[src/hw/cmd_decoder_pkg.sv]
// constants for the touch sensor command decoder
// Summary of operation
// - command addresses store nothing; a write only triggers its fixed action
// - action starts on the write itself, no further handshake
// - write to 0xf8 selects the on-chip oscillator as clock source
// - write to 0xf9 selects the external clock pin as clock source
// - write to 0xfa switches regulator bias off
// - write to 0xfb switches regulator bias on
// - 0xfc wakes from sleep to active; 0xfd enters sleep
// - 0xfe resets every state machine and every register
// - 0xff resets state machines and clears sleep mode; other registers keep their values
// - write to 0xff is not acknowledged but still executes
package cmd_decoder_pkg;
    localparam logic [7:0] select_internal_oscillator_cmd = 8'hf8;
    localparam logic [7:0] select_external_clock_cmd = 8'hf9;
    localparam logic [7:0] regulator_bias_disable_cmd = 8'hfa;
    localparam logic [7:0] regulator_bias_enable_cmd = 8'hfb;
    localparam logic [7:0] wake_to_active_cmd = 8'hfc;
    localparam logic [7:0] enter_sleep_cmd = 8'hfd;
    localparam logic [7:0] full_reset_cmd = 8'hfe;
    localparam logic [7:0] state_machine_reset_cmd = 8'hff;
    // reset values of the controls
    localparam logic rst_clk_external = 1'b0;
    localparam logic rst_bias_enable = 1'b1;
    localparam logic rst_sleep = 1'b0;
    localparam logic [7:0] rst_pointer = 8'h00;
    localparam logic [6:0] default_slave_addr = 7'h2c;
    localparam logic [3:0] bits_per_byte = 4'h8;
    localparam logic rw_read = 1'b1;
    typedef enum logic [3:0] {
        st_idle, st_addr, st_addr_ack, st_ptr, st_ptr_ack,
        st_wdata, st_wdata_ack, st_rdata, st_rdata_ack
    } bus_state_t;
endpackage : cmd_decoder_pkg

[src/hw/touch_sensor_command_decoder.sv]
// i2c slave front end and command decoder with its control outputs
`timescale 1ns/100ps
`default_nettype none
module touch_sensor_command_decoder #(
    parameter logic [6:0] slave_addr = cmd_decoder_pkg::default_slave_addr
) (
    input wire logic clk,
    input wire logic rst_n,
    input wire logic scl_i,
    input wire logic sda_i,
    output logic sda_o,
    output logic sda_oe,
    output logic select_external_clock,
    output logic bias_enable,
    output logic sleep_mode,
    output logic full_reset_pulse,
    output logic sm_reset_pulse
);
    import cmd_decoder_pkg::*;

    function automatic logic is_cmd(input logic [7:0] a);
        is_cmd = (a >= select_internal_oscillator_cmd);
    endfunction : is_cmd

    logic scl_s1_r, scl_s2_r, scl_d_r;
    logic sda_s1_r, sda_s2_r, sda_d_r;
    logic scl_rise, scl_fall, start_seen, stop_seen;
    bus_state_t state_r;
    logic [3:0] cnt_r;
    logic [7:0] shift_r;
    logic [7:0] ptr_r;
    logic read_r;
    logic oe_r;
    logic go_r;
    logic [7:0] go_cmd_r;

    // two-flop synchronisers, then one delay for edge detection
    always_ff @(posedge clk) begin
        if (!rst_n) begin
            scl_s1_r <= 1'b1;
            scl_s2_r <= 1'b1;
            scl_d_r <= 1'b1;
            sda_s1_r <= 1'b1;
            sda_s2_r <= 1'b1;
            sda_d_r <= 1'b1;
        end else begin
            scl_s1_r <= scl_i;
            scl_s2_r <= scl_s1_r;
            scl_d_r <= scl_s2_r;
            sda_s1_r <= sda_i;
            sda_s2_r <= sda_s1_r;
            sda_d_r <= sda_s2_r;
        end
    end

    assign scl_rise = scl_s2_r && !scl_d_r;
    assign scl_fall = !scl_s2_r && scl_d_r;
    assign start_seen = scl_s2_r && scl_d_r && !sda_s2_r && sda_d_r;
    assign stop_seen = scl_s2_r && scl_d_r && sda_s2_r && !sda_d_r;

    // bus state machine
    always_ff @(posedge clk) begin
        if (!rst_n) begin
            state_r <= st_idle;
            cnt_r <= 4'h0;
            shift_r <= 8'h00;
            ptr_r <= rst_pointer;
            read_r <= 1'b0;
            oe_r <= 1'b0;
            go_r <= 1'b0;
            go_cmd_r <= 8'h00;
        end else begin
            go_r <= 1'b0;
            if (go_r && go_cmd_r == full_reset_cmd) begin
                ptr_r <= rst_pointer;
            end
            if (start_seen) begin
                state_r <= st_addr;
                cnt_r <= 4'h0;
                oe_r <= 1'b0;
            end else if (stop_seen) begin
                state_r <= st_idle;
                oe_r <= 1'b0;
            end else begin
                unique case (state_r)
                    st_idle: begin
                        oe_r <= 1'b0;
                    end
                    st_addr, st_ptr, st_wdata: begin
                        if (scl_rise) begin
                            shift_r <= {shift_r[6:0], sda_s2_r};
                            cnt_r <= cnt_r + 4'h1;
                        end else if (scl_fall && cnt_r == bits_per_byte) begin
                            cnt_r <= 4'h0;
                            if (state_r == st_addr) begin
                                if (shift_r[7:1] == slave_addr) begin
                                    read_r <= shift_r[0];
                                    oe_r <= 1'b1;
                                    state_r <= st_addr_ack;
                                end else begin
                                    state_r <= st_idle;
                                end
                            end else if (state_r == st_ptr) begin
                                ptr_r <= shift_r;
                                oe_r <= 1'b1;
                                state_r <= st_ptr_ack;
                            end else begin
                                // data byte value is not looked at
                                oe_r <= (ptr_r != state_machine_reset_cmd);
                                state_r <= st_wdata_ack;
                            end
                        end
                    end
                    st_addr_ack: begin
                        if (scl_fall) begin
                            // reads of command addresses return zero
                            oe_r <= read_r;
                            state_r <= (read_r == rw_read) ? st_rdata : st_ptr;
                        end
                    end
                    st_ptr_ack: begin
                        if (scl_fall) begin
                            oe_r <= 1'b0;
                            state_r <= st_wdata;
                        end
                    end
                    st_wdata_ack: begin
                        if (scl_fall) begin
                            oe_r <= 1'b0;
                            go_r <= is_cmd(ptr_r);
                            go_cmd_r <= ptr_r;
                            // either reset returns the bus engine to idle
                            if (ptr_r == full_reset_cmd || ptr_r == state_machine_reset_cmd) begin
                                state_r <= st_idle;
                            end else begin
                                state_r <= st_wdata;
                            end
                        end
                    end
                    st_rdata: begin
                        if (scl_rise) begin
                            cnt_r <= cnt_r + 4'h1;
                        end else if (scl_fall && cnt_r == bits_per_byte) begin
                            cnt_r <= 4'h0;
                            oe_r <= 1'b0;
                            state_r <= st_rdata_ack;
                        end
                    end
                    st_rdata_ack: begin
                        if (scl_rise) begin
                            cnt_r <= sda_s2_r ? 4'h1 : 4'h0;
                        end else if (scl_fall) begin
                            if (cnt_r == 4'h1) begin
                                state_r <= st_idle;
                            end else begin
                                oe_r <= 1'b1;
                                state_r <= st_rdata;
                            end
                            cnt_r <= 4'h0;
                        end
                    end
                    default: begin
                        state_r <= st_idle;
                    end
                endcase
            end
        end
    end

    // clock source select
    always_ff @(posedge clk) begin
        if (!rst_n) begin
            select_external_clock <= rst_clk_external;
        end else if (go_r) begin
            if (go_cmd_r == select_internal_oscillator_cmd) begin
                select_external_clock <= 1'b0;
            end else if (go_cmd_r == select_external_clock_cmd) begin
                select_external_clock <= 1'b1;
            end else if (go_cmd_r == full_reset_cmd) begin
                select_external_clock <= rst_clk_external;
            end
        end
    end

    // regulator bias
    always_ff @(posedge clk) begin
        if (!rst_n) begin
            bias_enable <= rst_bias_enable;
        end else if (go_r) begin
            if (go_cmd_r == regulator_bias_disable_cmd) begin
                bias_enable <= 1'b0;
            end else if (go_cmd_r == regulator_bias_enable_cmd) begin
                bias_enable <= 1'b1;
            end else if (go_cmd_r == full_reset_cmd) begin
                bias_enable <= rst_bias_enable;
            end
        end
    end

    // power state
    always_ff @(posedge clk) begin
        if (!rst_n) begin
            sleep_mode <= rst_sleep;
        end else if (go_r) begin
            if (go_cmd_r == wake_to_active_cmd) begin
                sleep_mode <= 1'b0;
            end else if (go_cmd_r == enter_sleep_cmd) begin
                sleep_mode <= 1'b1;
            end else if (go_cmd_r == full_reset_cmd || go_cmd_r == state_machine_reset_cmd) begin
                sleep_mode <= rst_sleep;
            end
        end
    end

    // reset strobes to the rest of the device
    always_ff @(posedge clk) begin
        if (!rst_n) begin
            full_reset_pulse <= 1'b0;
            sm_reset_pulse <= 1'b0;
        end else begin
            full_reset_pulse <= go_r && go_cmd_r == full_reset_cmd;
            sm_reset_pulse <= go_r && (go_cmd_r == state_machine_reset_cmd ||
                go_cmd_r == full_reset_cmd);
        end
    end

    // open-drain pad: only ever drives low
    always_ff @(posedge clk) begin
        if (!rst_n) begin
            sda_o <= 1'b0;
            sda_oe <= 1'b0;
        end else begin
            sda_o <= 1'b0;
            sda_oe <= oe_r;
        end
    end
endmodule : touch_sensor_command_decoder
`default_nettype wire

[config.mk]
export PLATFORM = sky130hd
export DESIGN_NAME = touch_sensor_command_decoder
export DESIGN_NICKNAME = d
export VERILOG_FILES = /design/src/hw/cmd_decoder_pkg.sv /design/src/hw/touch_sensor_command_decoder.sv
export SDC_FILE = /design/constraint.sdc
export NUM_CORES = 1
export LEC_CHECK = 0
export ABC_AREA = 0
export BUFFER_PORTS_ARGS = -buffer_cell sky130_fd_sc_hd__clkbuf_2
export CAP_MARGIN = 5
export CORE_ASPECT_RATIO = 1.5
export CORE_UTILIZATION = 50
export DETAILED_ROUTE_END_ITERATION = 6
export PLACE_DENSITY = 0.68
export SETUP_SLACK_MARGIN = 0.5
export SLEW_MARGIN = 40
export SYNTH_ARGS = -nofsm -noshare
export SYNTH_HDL_FRONTEND = slang
export SYNTH_SLANG_ARGS = --single-unit
export TNS_END_PERCENT = 1
[constraint.sdc]
create_clock -name clk -period 1.9 [get_ports clk]
set_input_delay 0.57 -clock clk [delete_from_list [all_inputs] [get_ports clk]]
set_output_delay 0.57 -clock clk [all_outputs]
set_load 0.005 [all_outputs]
==> results.txt, run 1 <==
----------------------------------------------------
[Yosys]
  Post-synthesis cell area ... 2320 um^2
  Synth async-reset ratio ... 0%
  Dominant cell type by area after synthesis ... dfxtp_1
  Top-area cell type share of the netlist area ... between 40% and 50%
  Average cell area after synthesis ... around 8.8 um^2
  Cells taking the most area after synthesis ... dfxtp_1 41%, mux2i_1 7.8%, nand2_1 6.3%
  Synth warnings ... 0
  Synth unique cells ... 56
  Gate count of the mapped netlist ... between 200 and 300
  Post-synthesis sequential area ratio ... 40.6%
  Post-synth EDFFs ... 0
  Number of nets in the synthesized netlist ... 274
  Leading register cell type out of synthesis ... dfxtp_1
  Post-synthesis sequential element count ... 47

[Critical path]
  Critical path's largest stage delay ... about 0.35 ns
  Max Fanout on Critical Path ... 4
  Critical path data required time ... roughly 2.1 ns
  Critical path class ... flip-flop to flip-flop
  Crit path cell chain ... inv_1, ha_2, and3b_1, a211o_1, or2_4, or3_1, a21oi_2
  Buffering stage count on the worst path with inverters included ... 1
  Critical path arrival ... roughly 2 ns
  Crit Reg-Reg Startpoint ... scl_d_r
  Cell family with the largest share of critical-path delay ... simple AND/OR/NAND/NOR gates
  Slowest cell on the critical path ... dfxtp_2
  Sort of element at the end of the critical path ... flip-flop
  Launch point of the critical path ... scl_d_r
  Startpoint Class ... flip-flop

[Drt]
  Aggregate routed wire length ... around 5400 um
  Total number of vias ... approximately 2000
  Detailed router's first-iteration violation count ... 33
  # DRC ... 0
  Final routed wire length divided by cell count ... about 16 um
  First-pass detailed-route iteration total ... 4
  Routed via count divided by cell count ... approximately 5.9
  Number of nets with antenna violations after detailed routing ... 0

[Floorplan]
  Starting utilization of the core area ... between 50% and 60%
  DIE WIDTH ... 57.6 um
  Chip height ... roughly 85 um
  Core Box Area ... 4470 um^2
  Number of placement rows ... 30
  DIE AREA ... just under 5000 um^2
  Number of placed I/O pins ... 11

[Clocking]
  Number of CTS-inserted buffers ... 5
  Library cell used as clock root buffer ... clkbuf_8
  Clock tree from TritonCTS ... yes
  H-tree levels ... 2
  Worst-case clock buffer depth ... 2
  Clock transition at the register clock pins on the worst setup and hold paths after CTS ... 0.09 ns
  Clock Latency Late Sink ... 0.30 ns
  Sinks on Clock Net ... 47

[Placement]
  Final HPWL DP ... roughly 4000 um
  Count of port buffers added during placement ... 9
  Placement-stage worst setup slack ... roughly 0.026 ns
  Placed Area ... 2510 um^2
  Routability congestion estimate from global placement ... approximately 0.97

[Power and ir drop]
  Power dissipated by switching net loads ... 0.383 mW
  Part of the power in the clock network ... approximately two fifths
  Relative contribution of combinational cells to total power ... under 10%
  Pwr/cell area ... roughly 670 nW/um^2
  Switch share ... 21.4%
  Sequential share of power ... a little under three fifths
  Pleak ... 1.01 nW
  VDD IR max ... 0.000662 V
  Cell-internal power ... about 1.4 mW

[Finish]
  Final instance area ... 2680 um^2
  Number of filler instances in the final layout ... 405
  Number of diodes ... 0
  Fraction of final layout cells sized beyond drive strength 1 ... 19.2%
  Total Nets Final ... between 200 and 300
  Fraction of the core area covered by cells at the end of the flow ... between 50% and 60%
  Syn-to-layout area delta ... 15.6%

[Timing]
  RSZ-0062 raised after global routing ... true
  Final cycle utilization of the critical path ... a little over nine tenths
  Maximum clock frequency ... roughly 0.56 GHz
  Sum Neg Setup Slack ... 0 ns
  Hold violation count in the final report ... 0
  Worst-case clock skew ... about 0.0076 ns
  Worst Slack Setup Final ... roughly 0.12 ns
  Final setup viols ... 0
  Count of final max-slew check failures ... 0
  Tmin final ... between 1.5 and 2 ns
  Smallest hold slack ... approximately 0.42 ns

[GRT]
  First-pass GRT wire length ... a little under 9000 um
  Largest net degree at the start of global routing ... 32
  Global-route congestion overflow total ... 0
  Vias in the first global route ... 1945
  Total global routing track utilization ... roughly a quarter
  Initial antenna violation count ... 0

[Hold path]
  Launch instance of the worst min-delay path ... scl_s1_r
  Type of the tightest min-delay check ... flip-flop to flip-flop

[Flow run]
  # Max-Cap Violations ... 0

[Status]
  Outcome ... finished, final reports clean

----------------------------------------------------
[cells in the final DEF, fill, tap and decap left out, drive strengths merged, types with 3 or more instances in the layout]
| cell | Yosys | final |
|---|---|---|
| a21oi | 5 | 5 |
| nand3 | 6 | 6 |
| nand3b | 3 | 3 |
| inv | 8 | 8 |
| nor2 | 13 | 13 |
| nand2b | 8 | 8 |
| or3 | 3 | 3 |
| nand4 | 4 | 4 |
| o22ai | 9 | 9 |
| nor2b | 21 | 21 |
| nor3 | 7 | 7 |
| buf | 8 | 20 |
| dfxtp | 47 | 47 |
| clkbuf | 6 | 14 |
| nand2 | 40 | 40 |
| o21ai | 9 | 9 |
| mux2i | 18 | 18 |
| a21boi | 3 | 3 |
| ha | 6 | 6 |
[what timing repair did]
item | 4_1_cts | 5_1_grt
pin swaps | 5 | 2
hold endpoints to repair | 0 | 0
endpoints found under the setup margin | 34 | 36
resized for setup | 13 | 2
setup buffers | 1 | 0
hold buffers | 0 | 0
[cell families after synthesis]
family / count (synthesis) / synth area share, %
and+or+nand+nor: 119 / 27.3
AOI/OAI and AO/OA: 47 / 15.1
DFF: 47 / 40.6
buffers and inverters: 22 / 4.21
muxes: 18 / 7.78
adders and majority gates: 6 / 3.24
xor gates and xnor gates: 4 / 1.51
other: 1 / 0.162
[power groups by stage]
stage               combinational [mW]  sequential, mW  clock [mW]
finish                          0.0703           0.994       0.720
global route                    0.0769           0.995       0.776
CTS                             0.0691           0.994       0.730
detailed placement              0.0644            1.02           0
global placement                0.0641            1.02           0
floorplan                       0.0481            1.02           0
[registers in the layout, summed over array words and instances, names as in the netlist]
| register | count |
|---|---|
| scl_d_r | 1 |
| sda_s1_r | 1 |
| ptr_r | 8 |
| go_r | 1 |
| read_r | 1 |
| go_cmd_r | 8 |
| scl_s1_r | 1 |
| full_reset_pulse | 1 |
| cnt_r | 4 |
| sda_s2_r | 1 |
| shift_r | 8 |
| sda_d_r | 1 |
| state_r | 4 |
| sleep_mode | 1 |
| oe_r | 1 |
| bias_enable | 1 |
| select_external_clock | 1 |
| scl_s2_r | 1 |
| sda_oe | 1 |
| sm_reset_pulse | 1 |
[layout make-up]
class / count / area (um^2) / area share (%)
well taps: 48 / 60.1 / 2.24
multi-input cells: 195 / 1330 / 49.6
repair buffers: 29 / 208 / 7.76
clock inverters: 2 / 37.5 / 1.40
clock buffers: 5 / 68.8 / 2.57
inverters: 8 / 30.0 / 1.12
flip-flops and latches: 47 / 945 / 35.3
[cell usage after synthesis, drive strengths merged (5+ instances only)]
| library cell | n |
|---|---|
| mux2i | 18 |
| nand2 | 40 |
| o21ai | 9 |
| buf | 8 |
| o22ai | 9 |
| inv | 8 |
| nor2 | 13 |
| dfxtp | 47 |
| nand2b | 8 |
| nand3 | 6 |
| a21oi | 5 |
| nor2b | 21 |
| nor3 | 7 |
| ha | 6 |
| clkbuf | 6 |
[layer usage]
| metal | vias up | track usage, % | part of all wire (%) |
|---|---|---|---|
| met1 | 917 | 23.4 | 40 |
| met3 | 23 | 4.88 | 2.6 |
| met5 | - | 0 | 0 |
| li1 | 973 | - | - |
| met2 | 46 | 43.8 | 52 |
| met4 | 0 | 14.4 | 5.1 |
[stage by stage]
step                      cells  total power [mW]
after global routing        334              1.85
after detailed placement    326              1.08
after floorplan             264              1.06
after global placement      326              1.08
final                       334              1.78
after CTS                   334              1.79
[worst paths after layout]
kind | end | slack (ns) | cells after the start
max | state_r[3] | 0.12 | 7
min reg2reg | scl_s2_r | 0.42 | 1
min | scl_s2_r | 0.42 | 1
max reg2reg | state_r[3] | 0.12 | 7
(Power assumes the default switching activity.)
==> run 2: changes to the inputs <==
RECOVER_POWER = 100   (was default)
==> run 2 against run 1 <==
Against the previous run:
- hold slack worse by 0.0016 ns
- global-route usage unchanged
- via count down 0.66%
- sequential cell count unchanged
- total power down 0.16%
- setup slack worse by 0.0027 ns
- core utilization down 0.28 points
- clock power about the same
- sequential share of layout area up 0.17 points
- critical path depth unchanged
- clock-buffer cell count unchanged
- clock skew down 0.00065 ns
- critical path type unchanged
- critical endpoint unchanged
- largest cell class unchanged
==> results.txt, run 2 (synthesis gave the netlist of run 1 again) <==
----------------------------------------------------
[Timing]
  RSZ-0062 raised after global routing ... true
  Tmin final ... 1.78 ns (+0.00267 ns)
  Worst-case clock skew ... 0.00699 ns (-0.000651 ns)
  Final cycle utilization of the critical path ... 93.9% (+0.14 points)
  Hold violation count in the final report ... 0 (unchanged)
  Maximum clock frequency ... 0.560 GHz (-0.15%)
  Count of final max-slew check failures ... 0 (unchanged)
  Sum Neg Setup Slack ... 0 ns (unchanged)
  Final setup viols ... 0 (unchanged)

[Power and ir drop]
  Pwr/cell area ... 669 nW/um^2 (+0.31%)
  Cell-internal power ... 1.40 mW (-0.13%)
  VDD IR max ... 0.000662 V (about the same)
  Sequential share of power ... 55.8% (about the same)
  Part of the power in the clock network ... 40.4% (about the same)
  Pleak ... 1.00 nW (-0.87%)
  Switch share ... 21.4% (-0.022 points)
  Relative contribution of combinational cells to total power ... 3.8% (about the same)
  Power dissipated by switching net loads ... 0.382 mW (-0.26%)

[Clocking]
  Sinks on Clock Net ... 47 (unchanged)
  Worst-case clock buffer depth ... 2 (unchanged)
  H-tree levels ... 2 (unchanged)
  Clock tree from TritonCTS ... yes
  Clock Latency Late Sink ... 0.30 ns (about the same)
  Clock transition at the register clock pins on the worst setup and hold paths after CTS ... 0.09 ns (about the same)
  Library cell used as clock root buffer ... clkbuf_8
  Number of buffers added to fix hold violations after cts ... 0 (unchanged)
  Number of CTS-inserted buffers ... 5 (unchanged)

[Drt]
  Number of nets with antenna violations after detailed routing ... 0 (unchanged)
  Detailed router's first-iteration violation count ... 41 (+24%)
  Final routed wire length divided by cell count ... 16.2 um (-0.20%)
  # DRC ... 0 (unchanged)
  Aggregate routed wire length ... 5400 um (-0.20%)
  Routed via count divided by cell count ... 5.83 (-0.66%)
  Total number of vias ... 1946 (-0.66%)
  First-pass detailed-route iteration total ... 4 (unchanged)

[GRT]
  Vias in the first global route ... 1945 (unchanged)
  Total global routing track utilization ... 23.7% (unchanged)
  Global-route congestion overflow total ... 0 (unchanged)
  Met2 track utilization from global routing ... 43.8% (unchanged)
  First-pass GRT wire length ... 8820 um (unchanged)
  Most utilized layer in the global route result ... met2
  Global Route met3 Usage ... 4.88% (unchanged)
  Initial antenna violation count ... 0 (unchanged)
  Largest net degree at the start of global routing ... 32 (unchanged)
  Routing usage on met1 ... 23.4% (unchanged)

[Critical path]
  Max Fanout on Critical Path ... 4 (unchanged)
  Critical path's largest stage delay ... 0.35 ns (about the same)
  Crit path cell chain ... inv_1, ha_2, and3b_1, a211o_1, or2_4, or3_1, a21oi_2
  Cells on worst reg2reg path ... 7 (unchanged)
  Startpoint Class ... flip-flop
  Slowest cell on the critical path ... dfxtp_2
  Register-to-register path setup slack ... 0.12 ns (about the same)
  Number of stages on the worst setup path ... 7 (unchanged)
  Sort of element at the end of the critical path ... flip-flop
  Worst r2r dst ... state_r[3]
  Crit Reg-Reg Startpoint ... scl_d_r
  Cell family with the largest share of critical-path delay ... simple AND/OR/NAND/NOR gates
  Worst setup path endpoint ... state_r[3]
  Critical path data required time ... 2.13 ns (about the same)
  Critical path arrival ... 2.02 ns (about the same)
  Launch point of the critical path ... scl_d_r
  Critical path class ... flip-flop to flip-flop
  Buffering stage count on the worst path with inverters included ... 1 (unchanged)

[Finish]
  Combined flip-flop and latch cell area ... 945 um^2 (unchanged)
  Total Nets Final ... 296 (unchanged)
  Area occupied by multi-input gates ... 1330 um^2 (-0.19%)
  Number of filler instances in the final layout ... 409 (+0.99%)
  Final instance area ... 2670 um^2 (-0.47%)
  Fraction of final layout cells sized beyond drive strength 1 ... 18.2% (-1.0 points)
  Syn-to-layout area delta ... 15.1%
  Top flop regs ... go_cmd_r (8), ptr_r (8), shift_r (8)
  Commonest cells after routing, fill and taps aside ... 44 x dfxtp_1, 40 x nand2_1, 20 x nor2b_1, 18 x mux2i_1, 16 x buf_4
  Most frequent standard cell in the layout excluding fill and tap cells ... dfxtp_1
  Number of diodes ... 0 (unchanged)

[Placement]
  Routability congestion estimate from global placement ... 0.972 (unchanged)
  Placed Area ... 2510 um^2 (unchanged)
  Final HPWL DP ... 4010 um (unchanged)
  Count of port buffers added during placement ... 9 (unchanged)

[Floorplan]
  Number of placement rows ... 30 (unchanged)
  DIE AREA ... 4910 um^2 (unchanged)
  Core Box Area ... 4470 um^2 (unchanged)
  Starting utilization of the core area ... 51.8% (unchanged)
  Number of placed I/O pins ... 11 (unchanged)
  Chip height ... 85.4 um (unchanged)
  DIE WIDTH ... 57.6 um (unchanged)

[Hold path]
  Launch instance of the worst min-delay path ... scl_s1_r
  Worst hold path depth ... 1 (unchanged)
  Type of the tightest min-delay check ... flip-flop to flip-flop

[Status]
  Outcome ... finished, final reports clean

[Flow run]
  # Max-Cap Violations ... 0 (unchanged)

----------------------------------------------------
-- run 2: changes by cell type in the layout (fill, tap and decap cells not counted), sizes merged --
cell	change
buf	-3
clkbuf	+3
-- run 2: worst min-delay path by stage --
stage	end	slack (ns)
CTS	scl_s2_r	0.42
detailed placement	scl_s2_r	0.40
finish	scl_s2_r	0.42
floorplan	scl_s2_r	0.39
global placement	sda_s2_r	0.39
global route	sda_s1_r	0.44
-- run 2: cell type report --
class / instances / share of cell area (%)
multi-input cells: 195 / 49.8
clock buffers: 5 / 2.58
well taps: 48 / 2.25
clock inverters: 2 / 1.41
repair buffers: 29 / 7.42
flip-flops and latches: 47 / 35.4
inverters: 8 / 1.13
-- run 2: stage by stage --
step / util (%) / worst slack [ns] / hold WS (ns) / power [mW] / std cells
6_report: 59.7 / 0.115 / 0.418 / 1.78 / 334
5_1_grt: 59.7 / 0.0193 / 0.443 / 1.85 / 334
4_1_cts: 59.8 / 0.145 / 0.421 / 1.79 / 334
3_5_place_dp: 56.2 / 0.0263 / 0.397 / 1.08 / 326
3_3_place_gp: 56.2 / 0.0213 / 0.389 / 1.08 / 326
2_1_floorplan: - / 0.106 / 0.386 / 1.06 / 264
-- run 2: power by group through the flow --
stage	Clock [mW]	Combinational, mW	Sequential [mW]
floorplan	0	0.0481	1.02
global placement	0	0.0641	1.02
detailed placement	0	0.0644	1.02
CTS	0.730	0.0691	0.994
global route	0.776	0.0753	0.995
finish	0.719	0.0686	0.994
-- run 2: worst register-to-register path: stages, from the launching register on --
cell and delay, ns:
dfxtp_2 0.35, inv_1 0.04, ha_2 0.17, and3b_1 0.16, a211o_1 0.30, or2_4 0.26, or3_1 0.32, a21oi_2 0.11
-- run 2: per-layer routing --
layer | part of all wire [%] | vias up
li1 | - | 970
met1 | 40 | 915
met2 | 53 | 38
met3 | 2.3 | 23
met4 | 5.1 | 0
met5 | 0 | -
-- run 2: timing repair --
| item | 4_1_cts | 5_1_grt |
|---|---|---|
| endpoints found under the setup margin | 34 | 36 |
| pin swaps | 5 | 2 |
| resized for setup | 13 | 2 |
| buffers inserted | 1 | 0 |
==> run 3: changes to the inputs <==
GPL_TIMING_DRIVEN = 0   (was default)
PLACE_DENSITY = 0.65   (was 0.68)
clock period = 1.8 ns   (was 1.9 ns; I/O delays follow)
==> run 3 against run 2 <==
Against the previous run:
- the flow now finishes with violations (DRC, setup timing)
- combinational power grew 15%
- fmax shrank 5.6%
- first-iteration DRC count grew 80%
- wire length shrank 6.4%
- cell area grew 0.75%
- clock skew is essentially flat
- sequential cell count is the same
- final cell count is the same
- via count shrank 2.2%
- clock power grew 9.6%
- non-clock buffer count shrank 1
- critical path type unchanged
- largest cell class unchanged
- highest routed layer unchanged
==> results.txt, run 3 (synthesis gave the netlist of run 1 again) <==
----------------------------------------------------
[Clocking]
  Clock Latency Late Sink ... 0.31 ns (about the same)
  H-tree levels ... 2 (unchanged)
  Clock tree from TritonCTS ... yes
  Clock transition at the register clock pins on the worst setup and hold paths after CTS ... 0.09 ns (about the same)
  Number of buffers added to fix hold violations after cts ... 0 (unchanged)
  Library cell used as clock root buffer ... clkbuf_8
  Sinks on Clock Net ... 47 (unchanged)
  Number of CTS-inserted buffers ... 5 (unchanged)
  Worst-case clock buffer depth ... 2 (unchanged)

[Critical path]
  Critical path arrival ... 2.09 ns (+0.07 ns)
  Cells on worst reg2reg path ... 8 (+1)
  Worst r2r dst ... oe_r
  Startpoint Class ... flip-flop
  Critical path data required time ... 2.00 ns (-0.13 ns)
  Register-to-register path setup slack ... -0.09 ns (-0.21 ns)
  Max Fanout on Critical Path ... 3 (-1)
  Crit Reg-Reg Startpoint ... scl_d_r
  Sort of element at the end of the critical path ... flip-flop
  Critical path class ... flip-flop to flip-flop

[Placement]
  Routability congestion estimate from global placement ... 0.934 (-3.9%)
  Count of port buffers added during placement ... 9 (unchanged)
  Final HPWL DP ... 3690 um (-8.0%)
  Placement-stage worst setup slack ... -0.234 ns (-0.260 ns)

[Floorplan]
  Starting utilization of the core area ... 51.8% (unchanged)
  DIE WIDTH ... 57.6 um (unchanged)
  Number of placed I/O pins ... 11 (unchanged)
  Core Box Area ... 4470 um^2 (unchanged)
  Chip height ... 85.4 um (unchanged)
  DIE AREA ... 4910 um^2 (unchanged)
  Number of placement rows ... 30 (unchanged)

[Finish]
  Number of filler instances in the final layout ... 431 (+5.4%)
  Number of diodes ... 0 (unchanged)
  Top flop regs ... go_cmd_r (8), ptr_r (8), shift_r (8)
  Total Nets Final ... 295 (-0.34%)
  Commonest cells after routing, fill and taps aside ... 37 x nand2_1, 37 x dfxtp_1, 20 x nor2b_1, 18 x mux2i_1, 12 x nor2_1
  Syn-to-layout area delta ... 15.9%
  Fraction of final layout cells sized beyond drive strength 1 ... 21.0% (+2.8 points)

[Timing]
  Final cycle utilization of the critical path ... 105% (+11 points)
  RSZ-0062 raised after global routing ... true
  Final setup viols ... 3 (+3)
  Sum Neg Setup Slack ... -0.233 ns (-0.233 ns)
  Count of final max-slew check failures ... 0 (unchanged)
  Maximum clock frequency ... 0.529 GHz (-5.6%)
  Hold violation count in the final report ... 0 (unchanged)
  Worst-case clock skew ... 0.00742 ns (+0.000435 ns)
  Worst Slack Setup Final ... -0.0910 ns (-0.206 ns)
  Tmin final ... 1.89 ns (+0.106 ns)

[Status]
  Violated checks ... DRC, setup timing
  Outcome ... finished, violations left

[GRT]
  Vias in the first global route ... 1788 (-8.1%)
  First-pass GRT wire length ... 8350 um (-5.3%)
  Total global routing track utilization ... 22.1% (-1.6 points)
  Largest net degree at the start of global routing ... 16 (-50%)
  Initial antenna violation count ... 0 (unchanged)
  Global-route congestion overflow total ... 0 (unchanged)

[Hold path]
  End point of the most critical hold path ... scl_s1_r
  Worst hold path depth ... 2 (+1)
  Type of the tightest min-delay check ... input pin to flip-flop
  Launch instance of the worst min-delay path ... scl_i

[Power and ir drop]
  Pwr/cell area ... 714 nW/um^2 (+6.8%)
  Pleak ... 0.990 nW (-1.1%)
  VDD IR max ... 0.000614 V (-7.3%)

[Flow run]
  # Max-Cap Violations ... 0 (unchanged)

[Drt]
  First-pass detailed-route iteration total ... 6 (+2)
  Routed via count divided by cell count ... 5.70 (-2.2%)
  Total number of vias ... 1903 (-2.2%)
  Number of nets with antenna violations after detailed routing ... 0 (unchanged)
  Final routed wire length divided by cell count ... 15.1 um (-6.4%)
  Aggregate routed wire length ... 5050 um (-6.4%)
  # DRC ... 1 (+1)
  Detailed router's first-iteration violation count ... 74 (+80%)

----------------------------------------------------
-- run 3: changes by cell type in the layout (fill, tap and decap cells not counted), sizes merged --
cell	change
clkbuf	+4
clkinv	+2
clkinvlp	-1
buf	-5
-- run 3: layout make-up --
class                   instances  area [um^2]  area share, %
clock buffers                   5         68.8           2.56
repair buffers                 14         80.1           2.98
well taps                      48         60.1           2.24
clock inverters                 3         43.8           1.63
plain buffers                  14         73.8           2.75
multi-input cells             195         1380           51.2
flip-flops and latches         47          953           35.5
inverters                       8         30.0           1.12
-- run 3: timing repair --
action | CTS | global route
buffers inserted | 4 | 1
pin swaps | 17 | 8
gates cloned | 0 | 0
gates resized for setup | 22 | 18
setup endpoints to repair | 42 | 40
-- run 3: worst max path at each step --
stage | end | slack (ns) | startpoint
6_report | oe_r | -0.09 | scl_d_r
5_1_grt | state_r[3] | -0.15 | scl_d_r
4_1_cts | state_r[3] | -0.05 | scl_d_r
3_5_place_dp | ptr_r[4] | -0.23 | scl_s2_r
3_3_place_gp | state_r[2] | -0.23 | scl_s2_r
2_1_floorplan | state_r[2] | 0.006 | scl_d_r
-- run 3: worst max-delay path, stage by stage, from the launching register on --
cell     delay, ns
dfxtp_2       0.36
inv_2         0.05
ha_4          0.14
buf_6         0.11
and3b_1       0.15
a211o_1       0.31
or2_4         0.25
buf_4         0.14
o311a_1       0.28
-- run 3: metrics by stage --
stage / std cells / cell area [um^2] / power, mW / util [%] / hold slack (ns)
floorplan: 264 / 2320 / 1.12 / - / 0.386
global placement: 321 / 2430 / 1.14 / 54.4 / 0.389
detailed placement: 321 / 2430 / 1.14 / 54.4 / 0.398
CTS: 333 / 2660 / 1.94 / 59.4 / 0.403
global route: 334 / 2690 / 1.98 / 60.1 / 0.409
finish: 334 / 2690 / 1.92 / 60.1 / 0.407
-- run 3: power breakdown --
part | internal, mW | switching, mW | total [mW]
logic | 0.0320 | 0.0467 | 0.0787
clock network | 0.414 | 0.374 | 0.788
registers | 1.04 | 0.00537 | 1.05
total | 1.49 | 0.427 | 1.92
-- run 3: per-layer routing --
| metal | part of all wire, % | routed length [um] | global-route usage (%) | vias to the layer above |
|---|---|---|---|---|
| li1 | - | - | - | 972 |
| met1 | 43 | 2180 | 25.3 | 896 |
| met2 | 52 | 2640 | 38.7 | 23 |
| met3 | 1.8 | 92 | 3.35 | 12 |
| met4 | 3.0 | 150 | 11.3 | 0 |
| met5 | 0 | 0 | 0 | - |
